<file path="config.mk">
export PLATFORM = sky130hd
export DESIGN_NAME = iscl_top
export DESIGN_NICKNAME = d
export VERILOG_FILES = /design/src/verilog/iscl_pkg.sv /design/src/verilog/iscl_cmd_parser.sv /design/src/verilog/iscl_top.sv
export SDC_FILE = /design/constraint.sdc
export NUM_CORES = 1
export LEC_CHECK = 0
export BUFFER_PORTS_ARGS = -buffer_cell sky130_fd_sc_hd__buf_2
export CAP_MARGIN = 20
export CELL_PAD_IN_SITES_DETAIL_PLACEMENT = 1
export CELL_PAD_IN_SITES_GLOBAL_PLACEMENT = 1
export CORE_UTILIZATION = 38
export CTS_BUF_LIST = sky130_fd_sc_hd__clkbuf_2 sky130_fd_sc_hd__clkbuf_4 sky130_fd_sc_hd__clkbuf_8
export DETAILED_ROUTE_END_ITERATION = 7
export PLACE_DENSITY = 0.72
export SYNTH_ARGS = -nofsm -noshare
export SYNTH_HDL_FRONTEND = slang
export SYNTH_SLANG_ARGS = --single-unit
</file>
<file path="constraint.sdc">
create_clock -name pclk -period 10.7 [get_ports pclk]
set_input_delay 1.07 -clock pclk [delete_from_list [all_inputs] [get_ports pclk]]
set_output_delay 1.07 -clock pclk [all_outputs]
set_load 0.005 [all_outputs]
</file>
<file path="src/verilog/iscl_pkg.sv">
// Constants, types and helpers for the inactivity sleep controller
package iscl_pkg;
  // Timing
  localparam int unsigned CLK_HZ = 20_000_000;
  localparam int unsigned TICK_S = 1;
  localparam int unsigned SEC_CYC_DEF = CLK_HZ * TICK_S;
  localparam int unsigned PRE_W = 25;
  // Settings limits and reset values
  localparam logic [11:0] MIN_TOUT_S = 12'h00A;
  localparam logic [11:0] MAX_TOUT_S = 12'hE4C;
  localparam logic [6:0] MAX_FIELD = 7'h3C;
  localparam logic [6:0] DEF_MIN = 7'h01;
  localparam logic [6:0] DEF_SEC = 7'h00;
  localparam logic DEF_EN = 1'b0;
  // Register offsets and field positions
  localparam logic [7:0] CTRL_OFS = 8'h00;
  localparam logic [7:0] TOUT_OFS = 8'h04;
  localparam logic [7:0] STAT_OFS = 8'h08;
  localparam logic [7:0] IDLE_OFS = 8'h0C;
  localparam int unsigned CTRL_EN_BIT = 0;
  localparam int unsigned CTRL_SAVE_BIT = 1;
  localparam int unsigned TOUT_SEC_LSB = 8;
  localparam int unsigned STAT_SLEEP_BIT = 0;
  localparam int unsigned STAT_SAVED_BIT = 1;
  localparam int unsigned STAT_ERR_BIT = 2;
  // Command characters
  localparam logic [7:0] CH_OPEN = 8'h7B;
  localparam logic [7:0] CH_CLOSE = 8'h7D;
  localparam logic [7:0] CH_COMMA = 8'h2C;
  localparam logic [7:0] CH_0 = 8'h30;
  localparam logic [7:0] CH_9 = 8'h39;
  localparam logic [7:0] CH_1 = 8'h31;
  localparam logic [7:0] CH_M = 8'h4D;
  localparam logic [7:0] CH_C = 8'h43;
  localparam logic [7:0] CH_D = 8'h44;
  localparam logic [7:0] CH_W = 8'h57;
  localparam logic [7:0] CH_T = 8'h54;
  localparam logic [7:0] CH_O = 8'h4F;
  localparam logic [7:0] CH_K = 8'h4B;
  // Label codes; digit labels reuse the digit characters
  localparam logic [7:0] MINUTE_LABEL_CODE = 8'hB0;
  localparam logic [7:0] SECOND_LABEL_CODE = 8'hB1;

  typedef enum logic [1:0] {
    K_EN = 2'b00,
    K_TOUT = 2'b01,
    K_SAVE = 2'b10
  } iscl_kind_e;

  function automatic logic is_digit(logic [7:0] b);
    return (b >= CH_0) && (b <= CH_9);
  endfunction : is_digit

  function automatic logic [11:0] tout_s(logic [6:0] m, logic [6:0] s);
    return 12'(12'(m) * 12'h03C + 12'(s));
  endfunction : tout_s

  function automatic logic tout_ok(logic [6:0] m, logic [6:0] s);
    return (m <= MAX_FIELD) && (s <= MAX_FIELD) &&
           (tout_s(m, s) >= MIN_TOUT_S);
  endfunction : tout_ok

  function automatic logic [7:0] hdr_char(logic [2:0] i, logic sv);
    case (i)
      3'h0: return CH_M;
      3'h1: return CH_C;
      3'h2: return sv ? CH_M : CH_1;
      3'h3: return sv ? CH_D : CH_1;
      3'h4: return CH_W;
      default: return CH_T;
    endcase
  endfunction : hdr_char

  function automatic logic [7:0] dec_tens(logic [6:0] v);
    return CH_0 + 8'(v / 7'h0A);
  endfunction : dec_tens

  function automatic logic [7:0] dec_ones(logic [6:0] v);
    return CH_0 + 8'(v % 7'h0A);
  endfunction : dec_ones
endpackage : iscl_pkg

</file>
<file path="src/verilog/iscl_cmd_parser.sv">
// Framed host command parser for the inactivity sleep controller
`timescale 1ns/1ps
module iscl_cmd_parser
  import iscl_pkg::*;
(
  input wire logic pclk,
  input wire logic presetn,
  input wire logic rx_valid,
  input wire logic [7:0] rx_data,
  output logic cmd_valid,
  output iscl_kind_e cmd_kind,
  output logic [6:0] cmd_a,
  output logic [6:0] cmd_b
);
  typedef enum logic [1:0] {
    P_IDLE = 2'b00,
    P_HDR = 2'b01,
    P_ARG = 2'b11
  } iscl_pst_e;

  iscl_pst_e st_q;
  logic [2:0] idx_q;
  logic save_q;
  logic err_q;
  logic [1:0] fld_q;
  logic [6:0] acc_q [3];
  logic [1:0] nd_q [3];
  logic sv;
  logic en_form;
  logic to_form;
  logic done;

  assign sv = (idx_q == 3'h2) ? (rx_data == CH_M) : save_q;
  assign en_form = (fld_q == 2'h0) && (nd_q[0] == 2'h1);
  assign to_form = !save_q && (fld_q == 2'h2) && (nd_q[0] == 2'h0) &&
                   (nd_q[1] != 2'h0) && (nd_q[2] != 2'h0);
  // Only a closing brace ends a frame; anything malformed is dropped
  assign done = rx_valid && (st_q == P_ARG) && (rx_data == CH_CLOSE) &&
                !err_q && (en_form || to_form);

  always_ff @(posedge pclk or negedge presetn) begin
    if (!presetn) begin
      st_q <= P_IDLE;
      idx_q <= 3'h0;
      save_q <= 1'b0;
      err_q <= 1'b0;
      fld_q <= 2'h0;
      for (int i = 0; i < 3; i++) begin
        acc_q[i] <= 7'h00;
        nd_q[i] <= 2'h0;
      end
    end else if (rx_valid) begin
      // An opening brace always restarts, even inside a frame
      if (rx_data == CH_OPEN) begin
        st_q <= P_HDR;
        idx_q <= 3'h0;
        save_q <= 1'b0;
        err_q <= 1'b0;
        fld_q <= 2'h0;
        for (int i = 0; i < 3; i++) begin
          acc_q[i] <= 7'h00;
          nd_q[i] <= 2'h0;
        end
      end else begin
        case (st_q)
          P_HDR: begin
            if (rx_data != hdr_char(idx_q, sv)) begin
              err_q <= 1'b1;
            end
            save_q <= sv;
            idx_q <= idx_q + 3'h1;
            if (idx_q == 3'h5) begin
              st_q <= P_ARG;
            end
          end
          P_ARG: begin
            if (rx_data == CH_CLOSE) begin
              st_q <= P_IDLE;
            end else if (rx_data == CH_COMMA && fld_q != 2'h2) begin
              fld_q <= fld_q + 2'h1;
            end else if (is_digit(rx_data) && nd_q[fld_q] != 2'h2) begin
              acc_q[fld_q] <= 7'(acc_q[fld_q] * 7'h0A + 7'(rx_data[3:0]));
              nd_q[fld_q] <= nd_q[fld_q] + 2'h1;
            end else begin
              err_q <= 1'b1;
            end
          end
          default: st_q <= P_IDLE;
        endcase
      end
    end
  end

  always_ff @(posedge pclk or negedge presetn) begin
    if (!presetn) begin
      cmd_valid <= 1'b0;
      cmd_kind <= K_EN;
      cmd_a <= 7'h00;
      cmd_b <= 7'h00;
    end else begin
      cmd_valid <= done;
      if (done) begin
        cmd_kind <= save_q ? K_SAVE : (to_form ? K_TOUT : K_EN);
        cmd_a <= to_form ? acc_q[1] : acc_q[0];
        cmd_b <= acc_q[2];
      end
    end
  end
endmodule : iscl_cmd_parser

</file>
<file path="src/verilog/iscl_top.sv">
// Inactivity sleep controller: settings, idle timer, labels, replies, APB
//
// Summary of operation
// - After reset sleep is disabled; enable value 0 is off, 1 is on.
// - When enabled, sleep is entered after the configured idle time.
// - Timeout must lie between ten seconds and sixty minutes sixty seconds.
// - Timeout kept as minute and second fields, each 0 to 60; default 1 min.
// - Enable write answered with OK; timeout write answered by field echo.
// - Without save command or control register save, wake from sleep restores default settings.
// - Commands are framed by opening and closing curly braces only.
// - Label set: set label, two digit labels, same set label commits.
`timescale 1ns/1ps
module iscl_top
  import iscl_pkg::*;
#(
  parameter int unsigned SEC_CYC = SEC_CYC_DEF
) (
  input wire logic pclk,
  input wire logic presetn,
  input wire logic psel,
  input wire logic penable,
  input wire logic pwrite,
  input wire logic [7:0] paddr,
  input wire logic [31:0] pwdata,
  output logic [31:0] prdata,
  output logic pready,
  output logic pslverr,
  input wire logic rx_valid,
  input wire logic [7:0] rx_data,
  output logic tx_valid,
  input wire logic tx_ready,
  output logic [7:0] tx_data,
  input wire logic label_valid,
  input wire logic [7:0] label_code,
  input wire logic activity,
  input wire logic wake_req,
  output logic sleep,
  output logic sleep_en
);
  typedef enum logic [1:0] {
    L_IDLE = 2'b00,
    L_D1 = 2'b01,
    L_D2 = 2'b11,
    L_CMT = 2'b10
  } iscl_lst_e;

  logic en_q;
  logic [6:0] min_q;
  logic [6:0] sec_q;
  logic sv_en_q;
  logic [6:0] sv_min_q;
  logic [6:0] sv_sec_q;
  logic saved_q;
  logic err_q;
  logic sleep_q;
  logic [PRE_W-1:0] pre_q;
  logic [11:0] cnt_q;
  logic [11:0] tout;
  logic [127:0] rb_q;
  logic [4:0] rn_q;
  logic [127:0] msg;
  logic [4:0] mlen;
  logic [31:0] prdata_q;
  iscl_lst_e lab_st_q;
  logic lab_min_q;
  logic [6:0] lab_val_q;
  logic cmd_valid;
  iscl_kind_e cmd_kind;
  logic [6:0] cmd_a;
  logic [6:0] cmd_b;
  logic cmd_ok;
  logic apb_wr;
  logic ctrl_wr;
  logic tout_wr;
  logic mapped;
  logic wake;
  logic act;
  logic save_now;
  logic lab_set;
  logic lab_same;
  logic lab_commit;
  logic [6:0] wr_min;
  logic [6:0] wr_sec;

  iscl_cmd_parser u_parser (
    .pclk(pclk),
    .presetn(presetn),
    .rx_valid(rx_valid),
    .rx_data(rx_data),
    .cmd_valid(cmd_valid),
    .cmd_kind(cmd_kind),
    .cmd_a(cmd_a),
    .cmd_b(cmd_b)
  );

  // APB slave: no wait states, read data captured in the setup cycle
  assign mapped = (paddr == CTRL_OFS) || (paddr == TOUT_OFS) ||
                  (paddr == STAT_OFS) || (paddr == IDLE_OFS);
  assign pready = 1'b1;
  assign pslverr = psel && penable && !mapped;
  assign prdata = prdata_q;
  assign apb_wr = psel && penable && pwrite && mapped;
  assign ctrl_wr = apb_wr && (paddr == CTRL_OFS);
  assign wr_min = pwdata[6:0];
  assign wr_sec = pwdata[TOUT_SEC_LSB +: 7];
  // Out of span timeouts are refused whatever their source
  assign tout_wr = apb_wr && (paddr == TOUT_OFS) &&
                   (pwdata[7] == 1'b0) && (pwdata[TOUT_SEC_LSB+7] == 1'b0) &&
                   tout_ok(wr_min, wr_sec);

  always_ff @(posedge pclk or negedge presetn) begin
    if (!presetn) begin
      prdata_q <= 32'h0000_0000;
    end else if (psel && !penable) begin
      case (paddr)
        CTRL_OFS: prdata_q <= 32'(en_q);
        TOUT_OFS: prdata_q <= 32'({sec_q, 1'b0, min_q});
        STAT_OFS: prdata_q <= 32'({err_q, saved_q, sleep_q});
        IDLE_OFS: prdata_q <= 32'(cnt_q);
        default: prdata_q <= 32'h0000_0000;
      endcase
    end
  end

  // Host command acceptance
  always_comb begin
    case (cmd_kind)
      K_EN: cmd_ok = cmd_valid && (cmd_a <= 7'h01);
      K_TOUT: cmd_ok = cmd_valid && tout_ok(cmd_a, cmd_b);
      K_SAVE: cmd_ok = cmd_valid && (cmd_a == 7'h01);
      default: cmd_ok = 1'b0;
    endcase
  end

  assign wake = sleep_q && wake_req;
  assign save_now = (cmd_ok && cmd_kind == K_SAVE) ||
                    (ctrl_wr && pwdata[CTRL_SAVE_BIT]);

  // Scanned label sequence
  assign lab_set = (label_code == MINUTE_LABEL_CODE) ||
                   (label_code == SECOND_LABEL_CODE);
  assign lab_same = label_code ==
                    (lab_min_q ? MINUTE_LABEL_CODE : SECOND_LABEL_CODE);
  assign lab_commit = label_valid && (lab_st_q == L_CMT) && lab_same &&
                      tout_ok(lab_min_q ? lab_val_q : min_q,
                              lab_min_q ? sec_q : lab_val_q);

  always_ff @(posedge pclk or negedge presetn) begin
    if (!presetn) begin
      lab_st_q <= L_IDLE;
      lab_min_q <= 1'b0;
      lab_val_q <= 7'h00;
    end else if (label_valid) begin
      if (lab_set && !(lab_st_q == L_CMT && lab_same)) begin
        lab_st_q <= L_D1;
        lab_min_q <= (label_code == MINUTE_LABEL_CODE);
        lab_val_q <= 7'h00;
      end else begin
        case (lab_st_q)
          L_D1: begin
            lab_st_q <= is_digit(label_code) ? L_D2 : L_IDLE;
            lab_val_q <= 7'(label_code[3:0]);
          end
          L_D2: begin
            lab_st_q <= is_digit(label_code) ? L_CMT : L_IDLE;
            lab_val_q <= 7'(lab_val_q * 7'h0A + 7'(label_code[3:0]));
          end
          default: lab_st_q <= L_IDLE;
        endcase
      end
    end
  end

  // Settings: wake restore first, then APB, host command, label
  always_ff @(posedge pclk or negedge presetn) begin
    if (!presetn) begin
      en_q <= DEF_EN;
      min_q <= DEF_MIN;
      sec_q <= DEF_SEC;
    end else if (wake) begin
      en_q <= saved_q ? sv_en_q : DEF_EN;
      min_q <= saved_q ? sv_min_q : DEF_MIN;
      sec_q <= saved_q ? sv_sec_q : DEF_SEC;
    end else if (ctrl_wr) begin
      en_q <= pwdata[CTRL_EN_BIT];
    end else if (tout_wr) begin
      min_q <= wr_min;
      sec_q <= wr_sec;
    end else if (cmd_ok && cmd_kind == K_EN) begin
      en_q <= cmd_a[0];
    end else if (cmd_ok && cmd_kind == K_TOUT) begin
      min_q <= cmd_a;
      sec_q <= cmd_b;
    end else if (lab_commit) begin
      en_q <= 1'b1;
      if (lab_min_q) begin
        min_q <= lab_val_q;
      end else begin
        sec_q <= lab_val_q;
      end
    end
  end

  // Persistent copy; a real part keeps it in flash across power loss
  always_ff @(posedge pclk or negedge presetn) begin
    if (!presetn) begin
      sv_en_q <= DEF_EN;
      sv_min_q <= DEF_MIN;
      sv_sec_q <= DEF_SEC;
      saved_q <= 1'b0;
    end else if (save_now) begin
      sv_en_q <= en_q;
      sv_min_q <= min_q;
      sv_sec_q <= sec_q;
      saved_q <= 1'b1;
    end
  end

  // Rejected commands set a sticky flag; a new error wins over the clear
  always_ff @(posedge pclk or negedge presetn) begin
    if (!presetn) begin
      err_q <= 1'b0;
    end else if (cmd_valid && !cmd_ok) begin
      err_q <= 1'b1;
    end else if (apb_wr && paddr == STAT_OFS && pwdata[STAT_ERR_BIT]) begin
      err_q <= 1'b0;
    end
  end

  // Idle timer counts whole seconds of inactivity
  assign act = activity || cmd_valid || label_valid;
  assign tout = tout_s(min_q, sec_q);

  always_ff @(posedge pclk or negedge presetn) begin
    if (!presetn) begin
      pre_q <= '0;
      cnt_q <= 12'h000;
    end else if (act || !en_q || sleep_q) begin
      pre_q <= '0;
      cnt_q <= 12'h000;
    end else if (pre_q == PRE_W'(SEC_CYC - 1)) begin
      pre_q <= '0;
      cnt_q <= (cnt_q < MAX_TOUT_S) ? cnt_q + 12'h001 : cnt_q;
    end else begin
      pre_q <= pre_q + PRE_W'(1);
    end
  end

  always_ff @(posedge pclk or negedge presetn) begin
    if (!presetn) begin
      sleep_q <= 1'b0;
    end else if (wake) begin
      sleep_q <= 1'b0;
    end else if (en_q && !act && cnt_q >= tout) begin
      sleep_q <= 1'b1;
    end
  end

  assign sleep = sleep_q;
  assign sleep_en = en_q;

  // Reply text; fields echo the values just accepted
  always_comb begin
    msg = 128'h0;
    mlen = 5'h00;
    msg[47:0] = {CH_COMMA, CH_1, CH_1, CH_C, CH_M, CH_OPEN};
    if (cmd_kind == K_EN) begin
      msg[71:48] = {CH_CLOSE, CH_K, CH_O};
      mlen = 5'h09;
    end else begin
      msg[63:48] = {CH_COMMA, en_q ? CH_1 : CH_0};
      mlen = 5'h08;
      if (cmd_a >= 7'h0A) begin
        msg[8*mlen +: 8] = dec_tens(cmd_a);
        mlen = mlen + 5'h01;
      end
      msg[8*mlen +: 16] = {CH_COMMA, dec_ones(cmd_a)};
      mlen = mlen + 5'h02;
      if (cmd_b >= 7'h0A) begin
        msg[8*mlen +: 8] = dec_tens(cmd_b);
        mlen = mlen + 5'h01;
      end
      msg[8*mlen +: 16] = {CH_CLOSE, dec_ones(cmd_b)};
      mlen = mlen + 5'h02;
    end
  end

  // A new reply replaces one still being sent
  always_ff @(posedge pclk or negedge presetn) begin
    if (!presetn) begin
      rb_q <= 128'h0;
      rn_q <= 5'h00;
    end else if (cmd_ok && cmd_kind != K_SAVE) begin
      rb_q <= msg;
      rn_q <= mlen;
    end else if (tx_valid && tx_ready) begin
      rb_q <= rb_q >> 8;
      rn_q <= rn_q - 5'h01;
    end
  end

  assign tx_valid = (rn_q != 5'h00);
  assign tx_data = rb_q[7:0];
endmodule : iscl_top

</file>
* After elaboration in Yosys (flattened, before gate mapping)
Cells that the tools add are included.
** Storage, ports and cells
- Flip-flop bits (word level) :: 298
- Input port bits :: 66
- Output and inout bits :: 45
** Cells by class
- $add $sub $neg :: 22
- $mul :: 6
- Divide/modulo/power cells :: 4
- Order comparisons :: 20
- Equal/unequal tests :: 42
- Shift-type cells :: 6
- Multiplexer cells :: 111
- Bitwise logic cells :: 3
- Reductions and logical operators :: 99
** Operator list (number)
- $mux W128 :: 4
- $bwmux W128 :: 3
- $shift A16 B34 Y128 const A :: 2
- $shiftx A16 B34 Y128 :: 2
- $mux W7 :: 23
- $shift A8 B34 Y128 const A :: 1
- $shiftx A8 B34 Y128 :: 1
- $mux W21 :: 5
- $neg A8 Y34 :: 3
- $pmux W15 S4 :: 1
- $mux W56 :: 1
- $logic_and A1 B1 Y1 :: 50
- $mux W25 :: 2
- $add A12 B7 Y12 :: 4
- $mux W48 :: 1
- $le A7 B6 Y1 const B :: 6
- $mul A7 B4 Y10 const B :: 4
- $mux W8 :: 5
- $pmux W8 S5 :: 1
- $ge A12 B4 Y1 const B :: 3
- $mux W12 :: 3
- $add A6 B8 Y8 const A :: 4
- $mux W5 :: 6
- $mux W6 :: 5
- other kinds (69) :: 173

* Longest topological paths before layout
Gate-level depths: netlist (run 1).
- Depth in word-level cells :: 12
- Depth in mapped cells :: 24
- Mapped depth without buffers :: 20

* Modules after synthesis
A second synthesis (run 1) with hierarchy kept.
** Second synthesis, totals
- Cell total of the unflattened synthesis :: 2186
- Area total of the unflattened synthesis :: 19964.1 um^2
** Modules (own cells, without submodules)
- iscl_top :: instances 1, cells an instance 1904, area an instance 16831.1 um^2, sequential area each 5357.6 um^2
- iscl_cmd_parser :: instances 1, cells an instance 282, area an instance 3133.0 um^2, sequential area each 1326.3 um^2

* Worst setup path after synthesis (run 1)
No wires, ideal clock.
- Kind :: input to register
- From :: in pwdata[0]
- To :: reg min_q[2]
- Arrival :: 5.472 ns
- Path slack :: 5.103 ns
- Stages on the path :: 19
- Cell sequence :: fa_1 -> inv_1 -> fa_1 -> fa_1 -> inv_1 -> ha_1 -> o21ai_0 -> a21boi_0 -> o21ai_0 -> nor3_1 -> a21oi_1 -> or3_1 -> a2111o_1 -> o21ai_1 -> a21oi_1 -> clkbuf_1 -> a22o_1 -> a221o_1 -> mux2_2
** Between the ends
- Longest elaborated chain between the ends :: 8
** Ends and longest elaborated chain
- start, declared :: RTL line iscl_top.sv:24 : input wire logic [31:0] pwdata,
- $mul A7 B4 Y10 :: RTL line iscl_pkg.sv:55 : return 12'(12'(m) * 12'h03C + 12'(s));
- $add A12 B7 Y12 :: RTL line iscl_pkg.sv:55
- $ge A12 B4 Y1 :: RTL line iscl_pkg.sv:60 : (tout_s(m, s) >= MIN_TOUT_S);
- $logic_and A1 B1 Y1 * :: RTL line iscl_pkg.sv:59 : return (m <= MAX_FIELD) && (s <= MAX_FIELD) &&
- $logic_and A1 B1 Y1 * :: RTL line iscl_top.sv:108 : (pwdata[7] == 1'b0) && (pwdata[TOUT_SEC_LSB+7] == 1'b0) &&
- $mux W7 :: RTL line iscl_top.sv:186 : end else if (tout_wr) begin
- $mux W7 :: RTL line iscl_top.sv:184 : end else if (ctrl_wr) begin
- $mux W7 :: RTL line iscl_top.sv:180 : end else if (wake) begin
- end signal, assigned :: RTL line iscl_top.sv:182 : min_q <= saved_q ? sv_min_q : DEF_MIN;
- end signal, assigned :: RTL line iscl_top.sv:187 : min_q <= wr_min;
- end signal, assigned :: RTL line iscl_top.sv:192 : min_q <= cmd_a;
- end, declared :: RTL line iscl_top.sv:48 : logic [6:0] min_q;
Mark *: on every way between the ends. The rest lies on a longest branch, timed or not. The select of a mux whose other input is x is not followed.
A chain may end at the register's enable or synchronous reset.

* Worst setup path after layout (run 1)
- From :: reg u_parser.cmd_a[1]
- To :: reg rb_q[101]
** Between the ends
- Longest elaborated chain between the ends :: 12
** Ends and longest elaborated chain
- start, declared :: RTL line iscl_cmd_parser.sv:12 : output logic [6:0] cmd_a,
- start signal, assigned :: RTL line iscl_cmd_parser.sv:104 : cmd_a <= to_form ? acc_q[1] : acc_q[0];
- parallel branches: the longest is 12 deep, another holds $mod A7 B4 Y8
- end signal, assigned :: RTL line iscl_top.sv:294 : rb_q <= msg;
- end signal, assigned :: RTL line iscl_top.sv:297 : rb_q <= rb_q >> 8;
- end, declared :: RTL line iscl_top.sv:59 : logic [127:0] rb_q;
Several ways; the timed one is not identified. The select of a mux whose other input is x is not followed.

==> impl_table.tex, run 1 <==
\begin{tabular}{lr}
\hline
Metric & Value \\
\hline
\multicolumn{2}{l}{\textbf{Layout}} \\
\quad Count of fill cells added during filler insertion & 6093 \\
\quad Most used cells in the layout excluding fill and tap cells & nand2\_1, dfrtp\_1, nor2\_1 \\
\quad Ratio of cells with drive above 1 in the final layout & 0.114 \\
\quad Final Instance Area & 21700 sq um \\
\quad Multi-input logic area & 12000 sq um \\
\quad Final \#Nets & 2555 \\
\quad ANT cells & 0 \\
\quad Most common library cell in the layout ignoring fill and taps & nand2\_1 \\
\quad Combined flip-flop and latch cell area & 6680 sq um \\
\quad Synthesis-to-finish area growth & 10.2\% \\
\multicolumn{2}{l}{\textbf{Worst hold path}} \\
\quad Number of instances on the worst hold path & 2 \\
\quad Beginning of the worst hold path & rb\_q[67]\$\_DFFE\_PN0P\_ \\
\quad Endpoint of the worst hold path & rb\_q[67]\$\_DFFE\_PN0P\_ \\
\quad Worst hold path type & flop to flop \\
\multicolumn{2}{l}{\textbf{Place}} \\
\quad Global placer's final weighted congestion & 0.867 \\
\quad Number of port buffers & 76 \\
\quad Placed cell areas & 20600 sq um \\
\quad Detailed placer's ending HPWL & 39400 microns \\
\multicolumn{2}{l}{\textbf{Synth}} \\
\quad Adder-cell share of the synthesized area & 0.151 \\
\quad Largest area contributor in the synthesized netlist & dfrtp\_1 \\
\quad Xor and xnor area share after synthesis & 0.0491 \\
\quad Area fraction of the dominant cell type after synthesis & 0.336 \\
\quad Library cells used by synthesis & 101 \\
\quad Primary flip-flop cell chosen by synthesis mapping & dfrtp\_1 \\
\quad Post-synthesis area per instance & 8.81 sq um \\
\quad Synth Register Bits & 267 \\
\quad Fraction of registers with async set or reset after synthesis & 1.00 \\
\quad Number of warnings issued by yosys & 0 \\
\quad Multiplexer area fraction after synthesis & 0.0424 \\
\quad Seq/Total Area, Yosys & 0.339 \\
\quad Post-synthesis cell area & 19700 sq um \\
\quad Simple-Gate Fraction of Synth Area & 0.176 \\
\quad Number of enable-type register cells in the synthesized netlist & 0 \\
\quad Share of the synthesized area in compound gates (AO/OA/AOI/OAI) & 0.186 \\
\quad Combinational family with the most area after synthesis & compound AO/OA/AOI/OAI gates \\
\quad Dominant cells by area after synthesis & dfrtp\_1, ha\_1, nand2\_1, fa\_1, o21ai\_0 \\
\quad Post-synthesis instance total & 2239 \\
\multicolumn{2}{l}{\textbf{Route}} \\
\quad Post-DR vias/cell & 5.55 \\
\quad Number of DRC violations after detailed routing & 0 \\
\quad Antenna Nets Post-Route & 0 \\
\quad Final wirelength & 55400 microns \\
\quad Post-DR wirelength/cell & 18.5 microns \\
\quad DRC violation total after the first TritonRoute iteration & 908 \\
\quad Number of iterations in the first detailed-routing pass & 5 \\
\quad Overall via count from detail\_route & 16600 \\
\multicolumn{2}{l}{\textbf{Clock tree}} \\
\quad Post CTS Setup Buffer Count & 0 \\
\quad TritonCTS clock tree & built \\
\quad Clk pin slew, worst setup/hold paths & 60 ps \\
\quad Gates resized, CTS repair & 0 \\
\quad H-Tree Depth & 2 \\
\quad Clock root cell & clkbuf\_8 \\
\quad Hold-fix buffers at CTS & 0 \\
\quad Clock buffer depth & 3 \\
\quad Clk Latency, worst-skew pair & 660 ps \\
\quad Clock sink total & 267 \\
\quad Clock buffer count from CTS & 51 \\
\multicolumn{2}{l}{\textbf{Timing}} \\
\quad Final Critical Period & 6220 ps \\
\quad Sum of negative setup slack & 0 ps \\
\quad Max-slew headroom at the worst pin & 0.273 \\
\quad Unrepaired setup endpoints after global routing & no \\
\quad Top achievable clock speed & 161 MHz \\
\quad Endpoints failing hold & 0 \\
\quad Transition time at the pin with the least slew margin & 1080 ps \\
\quad Slew Limit Fails & 0 \\
\quad Final clock period utilization by the worst path & 0.582 \\
\quad Final setup fails & 0 \\
\quad Setup clock skew after layout & 54.6 ps \\
\multicolumn{2}{l}{\textbf{Power}} \\
\quad Power Density & 147 nW/um\^{}2 \\
\quad Share of power burned in combinational logic & 0.252 \\
\quad Psw & 0.00104 W \\
\quad Cell-internal power & 0.00215 W \\
\quad Clock group share of total power & 0.342 \\
\quad Maximum VDD drop & 0.0944 mV \\
\quad Net Sw Frac & 0.326 \\
\quad Leak Pwr & 9.98 nW \\
\quad Power share of the sequential group & 0.405 \\
\multicolumn{2}{l}{\textbf{Setup path}} \\
\quad Maximum cell stage delay along the critical path & 650 ps \\
\quad Crit-path slowest cell & fa\_1 \\
\quad Levels on crit path & 18 \\
\quad Reg-to-reg critical path endpoint & rb\_q[101]\$\_DFFE\_PN0P\_ \\
\quad Critical path data required time & 11260 ps \\
\quad Crit Path Class & flop to flop \\
\quad Ordered list of cells on the worst path & fa\_1, inv\_1, fa\_1, inv\_1, ha\_1, a21o\_1, a21o\_1, a211oi\_1, o211ai\_1, or4\_1, a2111o\_1, a21boi\_1, nand2\_1, nand2\_2, buf\_4, o21ai\_0, o21ai\_0, o21a\_1 \\
\quad Worst flop-to-flop path startpoint & u\_parser.cmd\_a[1]\$\_DFFE\_PN0P\_ \\
\quad CP max FO & 59 \\
\quad Count of buffering cells on the critical path with inverters included & 3 \\
\quad WP data arrival & 6780 ps \\
\quad Crit end category & flop \\
\quad Reg2Reg Depth & 18 \\
\quad Setup slack, reg-to-reg & 4480 ps \\
\quad Kind of launch point of the worst setup path & flop \\
\quad Family of cells with the greatest summed delay on the critical path & compound AO/OA/AOI/OAI gates \\
\multicolumn{2}{l}{\textbf{Global route}} \\
\quad Overall track demand over capacity in global routing & 0.211 \\
\quad First-pass GRT wire length & 92300 microns \\
\quad Maximum number of pins on one net before global-route repair & 127 \\
\quad Via count of the first global-routing pass & 17700 \\
\quad Total congestion overflow after global routing & 0 \\
\quad Initial antenna violation count & 0 \\
\multicolumn{2}{l}{\textbf{Die}} \\
\quad Number of ports placed on the die boundary & 111 \\
\quad Area of the core & 51300 sq um \\
\quad Total die area & 52800 sq um \\
\quad Number of cell rows & 83 \\
\quad Width of the die & 230 microns \\
\quad Starting Density & 0.384 \\
\quad Die Span Y & 230 microns \\
\multicolumn{2}{l}{\textbf{Outcome}} \\
\quad Status & finished, final reports clean \\
\multicolumn{2}{l}{\textbf{Run}} \\
\quad MaxCap Viol Count & 0 \\
\hline
\end{tabular}
-- final cells by class --
type / count / share of cell area
Tap cell: 680 / 0.0392
Sequential cell: 267 / 0.308
Inverter: 130 / 0.0225
Clock inverter: 12 / 0.00547
Multi-Input combinational cell: 1736 / 0.554
Clock buffer: 79 / 0.0457
Timing Repair Buffer: 96 / 0.0258
-- power by group through the flow --
stage | logic [W] | registers (W) | clock network [W]
6_report | 0.000806 | 0.00129 | 0.00109
3_5_place_dp | 0.000810 | 0.00131 | 0
3_3_place_gp | 0.000773 | 0.00130 | 0
2_1_floorplan | 0.000637 | 0.00127 | 0
4_1_cts | 0.000816 | 0.00129 | 0.00112
5_1_grt | 0.000925 | 0.00131 | 0.00116
-- how the worst max path moves through the flow --
stage	startpoint	to	slack (ps)
finish	u_parser.cmd_a[1]$_DFFE_PN0P_	rb_q[101]$_DFFE_PN0P_	4480
global route	u_parser.cmd_a[1]$_DFFE_PN0P_	rb_q[101]$_DFFE_PN0P_	4090
CTS	u_parser.cmd_a[1]$_DFFE_PN0P_	rb_q[101]$_DFFE_PN0P_	4460
detailed placement	pwdata[2]	min_q[3]$_DFFE_PN0P_	3950
global placement	pwdata[2]	min_q[3]$_DFFE_PN0P_	4160
floorplan	pwdata[0]	min_q[2]$_DFFE_PN0P_	5100
-- kinds of logic (layout without fill, tap and decap cells) --
kind of cell | count (synthesis) | in the layout
multiplexers | 78 | 78
adder cells (fa/ha/maj) | 207 | 207
other | 2 | 20
AO/OA/AOI/OAI | 560 | 560
AND/OR/NAND/NOR | 763 | 763
buffers and inverters | 254 | 317
flip-flops | 267 | 267
XOR/XNOR | 108 | 108
-- Yosys cell counts, drive strengths merged, types with 11 or more instances --
library cell and count:
a21o 32, a31oi 64, nor2b 26, a211oi 16, and3 24, xnor2 72
nand2b 20, or3 14, xor2 36, o211ai 13, o22ai 11, nor2 157
mux2 34, fa 52, nand2 363, and2 12, o21ai 147, nor4 13
a21oi 141, ha 155, buf 52, mux2i 43, nand3 57, nor3 32
dfrtp 265, a22o 25, clkbuf 72, inv 129
-- through the flow --
stage | hold slack [ps] | total power [W] | util | std cells | setup slack, ps
6_report | 482 | 0.00319 | 0.423 | 3000 | 4480
5_1_grt | 495 | 0.00340 | 0.423 | 3000 | 4090
4_1_cts | 481 | 0.00323 | 0.423 | 2999 | 4460
3_5_place_dp | 467 | 0.00212 | 0.401 | 2908 | 3950
3_3_place_gp | 445 | 0.00207 | 0.401 | 2908 | 4160
2_1_floorplan | 439 | 0.00191 | - | 2257 | 5100
-- layer usage --
layer | track usage | wire length (microns) | up-vias
met2 | 0.355 | 26500 | 265
met3 | 0.0279 | 1820 | 79
met5 | 0 | 0 | -
met1 | 0.286 | 26000 | 8446
met4 | 0.0542 | 1080 | 0
li1 | - | - | 7852
-- state kept, by name, summed over array words and instances, names as in the netlist, 12 cells and up --
register / flops
rb_q: 114
pre_q: 25
u_parser.acc_q: 21
prdata: 15
cnt_q: 12
-- worst min-delay path: stages (launching register included) --
cell,delay [ps]
dfrtp_1,350
nand2_1,50
nand2_1,50
Note: power is estimated with default switching activity, not from simulation.
==> inputs of run 2 (changes only) <==
ABC_AREA = 1   (was not set)
PLACE_DENSITY = 0.73   (was 0.72)
clock period = 5.9 ns   (was 10.7 ns; I/O delays follow)
==> impl_table.tex, run 2 <==
\begin{tabular}{lr}
\hline
Metric & Value \\
\hline
\multicolumn{2}{l}{\textbf{Die}} \\
\quad Number of cell rows & 82 (-1.2\%) \\
\quad Width of the die & 229 microns (-0.46\%) \\
\quad Starting Density & 0.387 (+0.00265) \\
\quad Die Span Y & 229 microns (-0.46\%) \\
\quad Total die area & 52300 sq um (-0.92\%) \\
\quad Area of the core & 50500 sq um (-1.6\%) \\
\quad Number of ports placed on the die boundary & 111 (unchanged) \\
\multicolumn{2}{l}{\textbf{Timing}} \\
\quad Final setup fails & 0 (unchanged) \\
\quad Unrepaired setup endpoints after global routing & no \\
\quad Final worst hold slack & 156 ps (-326 ps) \\
\quad Slew Limit Fails & 0 (unchanged) \\
\quad Transition time at the pin with the least slew margin & 864 ps (-215 ps) \\
\quad Final Critical Period & 5380 ps (-843 ps) \\
\quad Sum of negative setup slack & 0 ps (unchanged) \\
\quad Max-slew headroom at the worst pin & 0.420 (+0.147) \\
\quad Final clock period utilization by the worst path & 0.912 (+0.330) \\
\quad Setup clock skew after layout & 30.6 ps (-24.0 ps) \\
\quad Top achievable clock speed & 186 MHz (+16\%) \\
\quad Endpoints failing hold & 0 (unchanged) \\
\multicolumn{2}{l}{\textbf{Power}} \\
\quad Leak Pwr & 11.0 nW (+10\%) \\
\quad Maximum VDD drop & 0.164 mV (+73\%) \\
\quad Power Density & 285 nW/um\^{}2 (+94\%) \\
\quad Power Total & 0.00625 W (+96\%) \\
\multicolumn{2}{l}{\textbf{Setup path}} \\
\quad Crit Path Class & flop to flop \\
\quad Kind of launch point of the worst setup path & flop \\
\quad Setup slack, reg-to-reg & 520 ps (-3960 ps) \\
\quad WP data arrival & 5900 ps (-880 ps) \\
\quad Crit end category & flop \\
\quad CP max FO & 16 (-73\%) \\
\quad Critical path data required time & 6420 ps (-4840 ps) \\
\multicolumn{2}{l}{\textbf{Synth}} \\
\quad Post-synthesis instance total & 2518 (+12\%) \\
\quad Synth Register Bits & 267 (unchanged) \\
\quad Primary flip-flop cell chosen by synthesis mapping & dfrtp\_1 \\
\quad Post-synthesis cell area & 19500 sq um (-0.93\%) \\
\quad Number of enable-type register cells in the synthesized netlist & 0 (unchanged) \\
\quad Library cells used by synthesis & 72 (-29\%) \\
\quad Most instantiated library cell after synthesis & nand2\_1 \\
\quad Seq/Total Area, Yosys & 0.342 (+0.00317) \\
\quad Post-synthesis area per instance & 7.76 sq um (-12\%) \\
\quad Largest area contributor in the synthesized netlist & dfrtp\_1 \\
\quad Post-synth top cells & nand2\_1, inv\_1, dfrtp\_1 \\
\quad Number of warnings issued by yosys & 0 (unchanged) \\
\quad Area fraction of the dominant cell type after synthesis & 0.339 (+0.00315) \\
\quad Fraction of registers with async set or reset after synthesis & 1.00 (unchanged) \\
\quad Dominant cells by area after synthesis & dfrtp\_1, ha\_1, nand2\_1, inv\_1, o21ai\_0 \\
\multicolumn{2}{l}{\textbf{Place}} \\
\quad Inst Count DP & 3224 (+11\%) \\
\quad Detailed placer's ending HPWL & 41100 microns (+4.1\%) \\
\quad Placed cell areas & 20600 sq um (+0.31\%) \\
\quad Number of port buffers & 76 (unchanged) \\
\quad Global placer's final weighted congestion & 0.835 (-3.6\%) \\
\multicolumn{2}{l}{\textbf{Clock tree}} \\
\quad Clock buffer depth & 3 (unchanged) \\
\quad TritonCTS clock tree & built \\
\quad Post CTS Setup Buffer Count & 0 (unchanged) \\
\quad H-Tree Depth & 2 (unchanged) \\
\quad Clock sink total & 267 (unchanged) \\
\quad Clk Latency, worst-skew pair & 640 ps (-20 ps) \\
\quad Clk pin slew, worst setup/hold paths & 60 ps (about the same) \\
\quad Clock root cell & clkbuf\_8 \\
\quad Clock buffer count from CTS & 50 (-2.0\%) \\
\multicolumn{2}{l}{\textbf{Outcome}} \\
\quad Status & finished, final reports clean \\
\multicolumn{2}{l}{\textbf{Layout}} \\
\quad Number of flip-flops under the largest register name & 114 (unchanged) \\
\quad Final Non-Filler Cells & 3318 (+11\%) \\
\quad Final \#Nets & 2878 (+13\%) \\
\quad Ratio of cells with drive above 1 in the final layout & 0.102 (-0.0113) \\
\quad Most flop-heavy register & rb\_q \\
\quad Count of fill cells added during filler insertion & 6307 (+3.5\%) \\
\quad Most used cells in the layout excluding fill and tap cells & nand2\_1, inv\_1, dfrtp\_1 \\
\quad Combined flip-flop and latch cell area & 6690 sq um (about the same) \\
\quad Multi-input logic area & 11000 sq um (-8.5\%) \\
\quad Final Instance Area & 21900 sq um (+0.79\%) \\
\quad Synthesis-to-finish area growth & 12.1\% \\
\quad Most common library cell in the layout ignoring fill and taps & nand2\_1 \\
\quad Biggest regs & rb\_q: 114 flops, pre\_q: 25 flops, u\_parser.acc\_q: 21 flops \\
\multicolumn{2}{l}{\textbf{Run}} \\
\quad MaxCap Viol Count & 0 (unchanged) \\
\multicolumn{2}{l}{\textbf{Route}} \\
\quad Number of iterations in the first detailed-routing pass & 5 (unchanged) \\
\quad Number of DRC violations after detailed routing & 0 (unchanged) \\
\quad Antenna Nets Post-Route & 0 (unchanged) \\
\quad Post-DR vias/cell & 5.14 (-7.3\%) \\
\quad Overall via count from detail\_route & 17100 (+2.5\%) \\
\quad Post-DR wirelength/cell & 16.8 microns (-8.9\%) \\
\quad Final wirelength & 55800 microns (+0.73\%) \\
\quad DRC violation total after the first TritonRoute iteration & 784 (-14\%) \\
\multicolumn{2}{l}{\textbf{Global route}} \\
\quad Initial antenna violation count & 0 (unchanged) \\
\quad First-pass GRT wire length & 94000 microns (+1.9\%) \\
\quad Overall track demand over capacity in global routing & 0.218 (+0.00624) \\
\quad Via count of the first global-routing pass & 18500 (+4.5\%) \\
\quad Maximum number of pins on one net before global-route repair & 137 (+7.9\%) \\
\quad Total congestion overflow after global routing & 0 (unchanged) \\
\multicolumn{2}{l}{\textbf{Worst hold path}} \\
\quad Worst hold path type & primary input to flop \\
\hline
\end{tabular}
## run 2: cell count changes after synthesis, sizes merged, moves of 34 or more
| cell | delta |
|---|---|
| inv | +251 |
| nand3 | +66 |
| xnor2 | -39 |
| o21ai | +105 |
| mux2 | -34 |
| nor2 | +68 |
| a31oi | -55 |
| nand2 | +148 |
| mux2i | -42 |
## run 2: cells by family after synthesis
kind of cell | Yosys count | synth area share
flip-flops | 267 | 0.342
adder cells (fa/ha/maj) | 207 | 0.153
other | 2 | 0.000384
AND/OR/NAND/NOR | 973 | 0.219
multiplexers | 1 | 0.000512
buffers and inverters | 476 | 0.0983
AO/OA/AOI/OAI | 504 | 0.148
XOR/XNOR | 88 | 0.0395
## run 2: area by class of cell
class / instances / area share
Multi-Input combinational cell: 1793 / 0.502
Tap cell: 672 / 0.0384
Inverter: 385 / 0.0662
Clock buffer: 83 / 0.0482
Sequential cell: 267 / 0.305
Timing Repair Buffer: 108 / 0.0312
Clock inverter: 9 / 0.00817
Antenna cell: 1 / 0.000114
## run 2: power breakdown
part | total (W) | switching, W | internal [W]
Clock | 0.00219 | 0.000847 | 0.00135
Sequential | 0.00242 | 0.000221 | 0.00220
Combinational | 0.00164 | 0.000979 | 0.000659
## run 2: metal layers
metal  track usage  up-vias  routed length [microns]
met5             0        -                        0
met4        0.0633        0                     1250
met3        0.0306       77                     1950
met2         0.367      263                    26500
met1         0.289     8410                    26100
li1              -     8315                        -
## run 2: worst paths after layout
| kind | startpoint | endpoint | cells past startpoint |
|---|---|---|---|
| min in group asynchronous | presetn | lab_st_q[0]$_DFFE_PN0P_ | 2 |
| hold reg to reg | rb_q[19]$_DFFE_PN0P_ | rb_q[19]$_DFFE_PN0P_ | 2 |
| setup / recovery | min_q[3]$_DFFE_PN0P_ | sec_q[0]$_DFFE_PN0P_ | 21 |
| setup reg to reg | min_q[3]$_DFFE_PN0P_ | sec_q[0]$_DFFE_PN0P_ | 21 |
| max in group asynchronous | presetn | u_parser.nd_q[0]$_DFFE_PN0P_ | 3 |
| hold / removal | wake_req | sleep$_DFFE_PN0P_ | 2 |
## run 2: through the flow
| stage | util | setup WS (ps) |
|---|---|---|
| final | 0.434 | 520 |
| after global routing | 0.434 | 45.1 |
| after CTS | 0.434 | 372 |
| after detailed placement | 0.409 | 355 |
| after global placement | 0.409 | 552 |
| after floorplan | - | 626 |
## run 2: what timing repair did
item                                    4_1_cts  5_1_grt
hold buffers                                  1        0
endpoints found under the hold margin        74        0
endpoints found under the setup margin        0       14
gates resized for setup                       0        2
## run 2: worst max-delay path, cell delays in order, from the launching register on
cell and delay, ps:
dfrtp_1 530, o21ai_0 700, inv_1 250, fa_1 630
fa_1 440, ha_1 370, nand3_1 90, and2_1 180
inv_1 50, a21oi_1 50, o21ai_0 290, xor2_1 300
nor3_1 100, xor2_1 160, nor3_1 150, nand3_1 150
nand2_1 140, nand3_1 90, nand3b_1 120, buf_4 240
nor2_1 60, a21boi_0 200
==> inputs of run 3 (changes only) <==
REMOVE_ABC_BUFFERS = 1   (was not set)
==> impl_table.tex, run 3 (synthesis results as in run 2) <==
\begin{tabular}{lr}
\hline
Metric & Value \\
\hline
\multicolumn{2}{l}{\textbf{Outcome}} \\
\quad Status & finished, final reports clean \\
\multicolumn{2}{l}{\textbf{Power}} \\
\quad Power Density & 280 nW/um\^{}2 (-2.0\%) \\
\quad Maximum VDD drop & 0.170 mV (+4.1\%) \\
\quad Leak Pwr & 11.0 nW (-0.24\%) \\
\multicolumn{2}{l}{\textbf{Layout}} \\
\quad Final Non-Filler Cells & 3318 (unchanged) \\
\quad ANT cells & 0 (-1) \\
\quad Most used cells in the layout excluding fill and tap cells & nand2\_1, inv\_1, dfrtp\_1 \\
\quad Final core utilization & 0.432 (-0.00178) \\
\quad Most common library cell in the layout ignoring fill and taps & nand2\_1 \\
\quad Ratio of cells with drive above 1 in the final layout & 0.103 (+0.000339) \\
\quad Final \#Nets & 2882 (+0.14\%) \\
\quad Synthesis-to-finish area growth & 11.6\% \\
\quad Number of flip-flops under the largest register name & 114 (unchanged) \\
\quad Most flop-heavy register & rb\_q \\
\quad Biggest regs & rb\_q: 114 flops, pre\_q: 25 flops, u\_parser.acc\_q: 21 flops \\
\multicolumn{2}{l}{\textbf{Clock tree}} \\
\quad Clock sink total & 267 (unchanged) \\
\quad TritonCTS clock tree & built \\
\quad Post CTS Setup Buffer Count & 0 (unchanged) \\
\quad Clk Latency, worst-skew pair & 630 ps (about the same) \\
\quad Gates resized, CTS repair & 0 (unchanged) \\
\quad Hold-fix buffers at CTS & 0 (-1) \\
\quad Clock root cell & clkbuf\_8 \\
\quad Clock buffer count from CTS & 49 (-2.0\%) \\
\quad Clk pin slew, worst setup/hold paths & 70 ps (about the same) \\
\quad H-Tree Depth & 2 (unchanged) \\
\quad Clock buffer depth & 3 (unchanged) \\
\multicolumn{2}{l}{\textbf{Timing}} \\
\quad Final setup fails & 0 (unchanged) \\
\quad Final Critical Period & 5490 ps (+107 ps) \\
\quad Setup clock skew after layout & 23.4 ps (-7.16 ps) \\
\quad Slew Limit Fails & 0 (unchanged) \\
\quad Final clock period utilization by the worst path & 0.930 (+0.0182) \\
\quad Unrepaired setup endpoints after global routing & no \\
\quad Max-slew headroom at the worst pin & 0.358 (-0.0621) \\
\quad Sum of negative setup slack & 0 ps (unchanged) \\
\quad Transition time at the pin with the least slew margin & 963 ps (+98.9 ps) \\
\quad Setup slack of the critical path after layout & 413 ps (-107 ps) \\
\quad Endpoints failing hold & 0 (unchanged) \\
\quad Top achievable clock speed & 182 MHz (-2.0\%) \\
\multicolumn{2}{l}{\textbf{Route}} \\
\quad Post-DR vias/cell & 5.19 (+0.93\%) \\
\quad Post-DR wirelength/cell & 16.7 microns (-0.41\%) \\
\quad Number of DRC violations after detailed routing & 0 (unchanged) \\
\quad Number of iterations in the first detailed-routing pass & 5 (unchanged) \\
\quad Overall via count from detail\_route & 17200 (+0.93\%) \\
\quad Final wirelength & 55600 microns (-0.41\%) \\
\quad DRC violation total after the first TritonRoute iteration & 869 (+11\%) \\
\quad Antenna Nets Post-Route & 0 (unchanged) \\
\multicolumn{2}{l}{\textbf{Place}} \\
\quad Inst Count DP & 3230 (+0.19\%) \\
\quad Global placer's final weighted congestion & 0.922 (+10\%) \\
\quad Detailed placer's ending HPWL & 41900 microns (+2.1\%) \\
\quad Number of port buffers & 76 (unchanged) \\
\quad DP Worst Slack & 272 ps (-82.1 ps) \\
\multicolumn{2}{l}{\textbf{Setup path}} \\
\quad Start point of the critical path & lab\_min\_q\$\_DFFE\_PN0P\_ \\
\quad Kind of launch point of the worst setup path & flop \\
\quad Critical path data required time & 6480 ps (+60 ps) \\
\quad Crit-path slowest cell & fa\_1 \\
\quad CP max FO & 12 (-4) \\
\quad WP data arrival & 6060 ps (+160 ps) \\
\quad Crit end category & flop \\
\quad Maximum cell stage delay along the critical path & 600 ps (-100 ps) \\
\quad Ordered list of cells on the worst path & buf\_4, o21ai\_1, inv\_1, fa\_1, fa\_1, ha\_1, xnor2\_1, ha\_1, a21oi\_1, or2\_2, nor3\_1, xor2\_1, nor3\_1, nand3\_1, nand2\_1, nand3\_1, nand3b\_1, buf\_4, inv\_1, nand3\_1, nand2\_1 \\
\quad Worst flop-to-flop path startpoint & lab\_min\_q\$\_DFFE\_PN0P\_ \\
\quad Count of buffering cells on the critical path with inverters included & 4 (+1) \\
\quad Dominant cell type by count on the critical path & nand3\_1 \\
\quad Family of cells with the greatest summed delay on the critical path & adder cells \\
\quad Crit Path Class & flop to flop \\
\multicolumn{2}{l}{\textbf{Die}} \\
\quad Area of the core & 50500 sq um (unchanged) \\
\quad Total die area & 52300 sq um (unchanged) \\
\quad Starting Density & 0.387 (unchanged) \\
\quad Number of ports placed on the die boundary & 111 (unchanged) \\
\quad Number of cell rows & 82 (unchanged) \\
\quad Width of the die & 229 microns (unchanged) \\
\quad Die Span Y & 229 microns (unchanged) \\
\multicolumn{2}{l}{\textbf{Global route}} \\
\quad Maximum number of pins on one net before global-route repair & 146 (+6.6\%) \\
\quad Overall track demand over capacity in global routing & 0.216 (-0.00130) \\
\quad Initial antenna violation count & 2 (+2) \\
\quad Total congestion overflow after global routing & 0 (unchanged) \\
\quad First-pass GRT wire length & 93400 microns (-0.66\%) \\
\quad Via count of the first global-routing pass & 18500 (+0.0054\%) \\
\multicolumn{2}{l}{\textbf{Run}} \\
\quad MaxCap Viol Count & 0 (unchanged) \\
\multicolumn{2}{l}{\textbf{Worst hold path}} \\
\quad Worst hold path type & primary input to asynchronous set/reset pin \\
\hline
\end{tabular}
[run 3: per-layer routing]
| metal | vias up | global-route usage | routed length (microns) |
|---|---|---|---|
| met3 | 105 | 0.0316 | 1890 |
| met4 | 2 | 0.0717 | 1560 |
| met5 | - | 0 | 13 |
| met1 | 8544 | 0.283 | 25800 |
| li1 | 8316 | - | - |
| met2 | 256 | 0.364 | 26300 |
[run 3: power breakdown]
group          internal [W]  leakage [nW]  switching (W)
clock               0.00119         0.599       0.000850
combinational      0.000659          7.02       0.000988
sequential          0.00220          3.36       0.000213
total               0.00405          11.0        0.00205
[run 3: worst paths after layout]
| path | to | cells after the start | slack [ps] |
|---|---|---|---|
| worst max-delay path | min_q[0]$_DFFE_PN1P_ | 21 | 410 |
| worst min-delay path | lab_st_q[1]$_DFFE_PN0P_ | 1 | 40 |
| worst max register to register | min_q[0]$_DFFE_PN1P_ | 21 | 410 |
| worst min register to register | pre_q[0]$_DFF_PN0_ | 1 | 460 |
| max in group asynchronous | pre_q[16]$_DFF_PN0_ | 2 | 4460 |
| min in group pclk | sleep$_DFFE_PN0P_ | 2 | 190 |
[run 3: area by class of cell]
cell class | count | area (sq um)
Sequential cell | 267 | 6680
Clock buffer | 77 | 985
Fill cell | 6260 | 28700
Multi-Input combinational cell | 1793 | 11000
Inverter | 385 | 1450
Clock inverter | 11 | 140
Timing Repair Buffer | 113 | 706
Tap cell | 672 | 841
[run 3: per-stage QoR]
stage | hold slack (ps) | power, W | instance area (sq um)
after floorplan | 294 | 0.00357 | 19100
after global placement | 447 | 0.00396 | 20700
after detailed placement | 460 | 0.00409 | 20700
after CTS | 69.2 | 0.00618 | 21800
after global routing | 119 | 0.00652 | 21800
final | 42.8 | 0.00610 | 21800
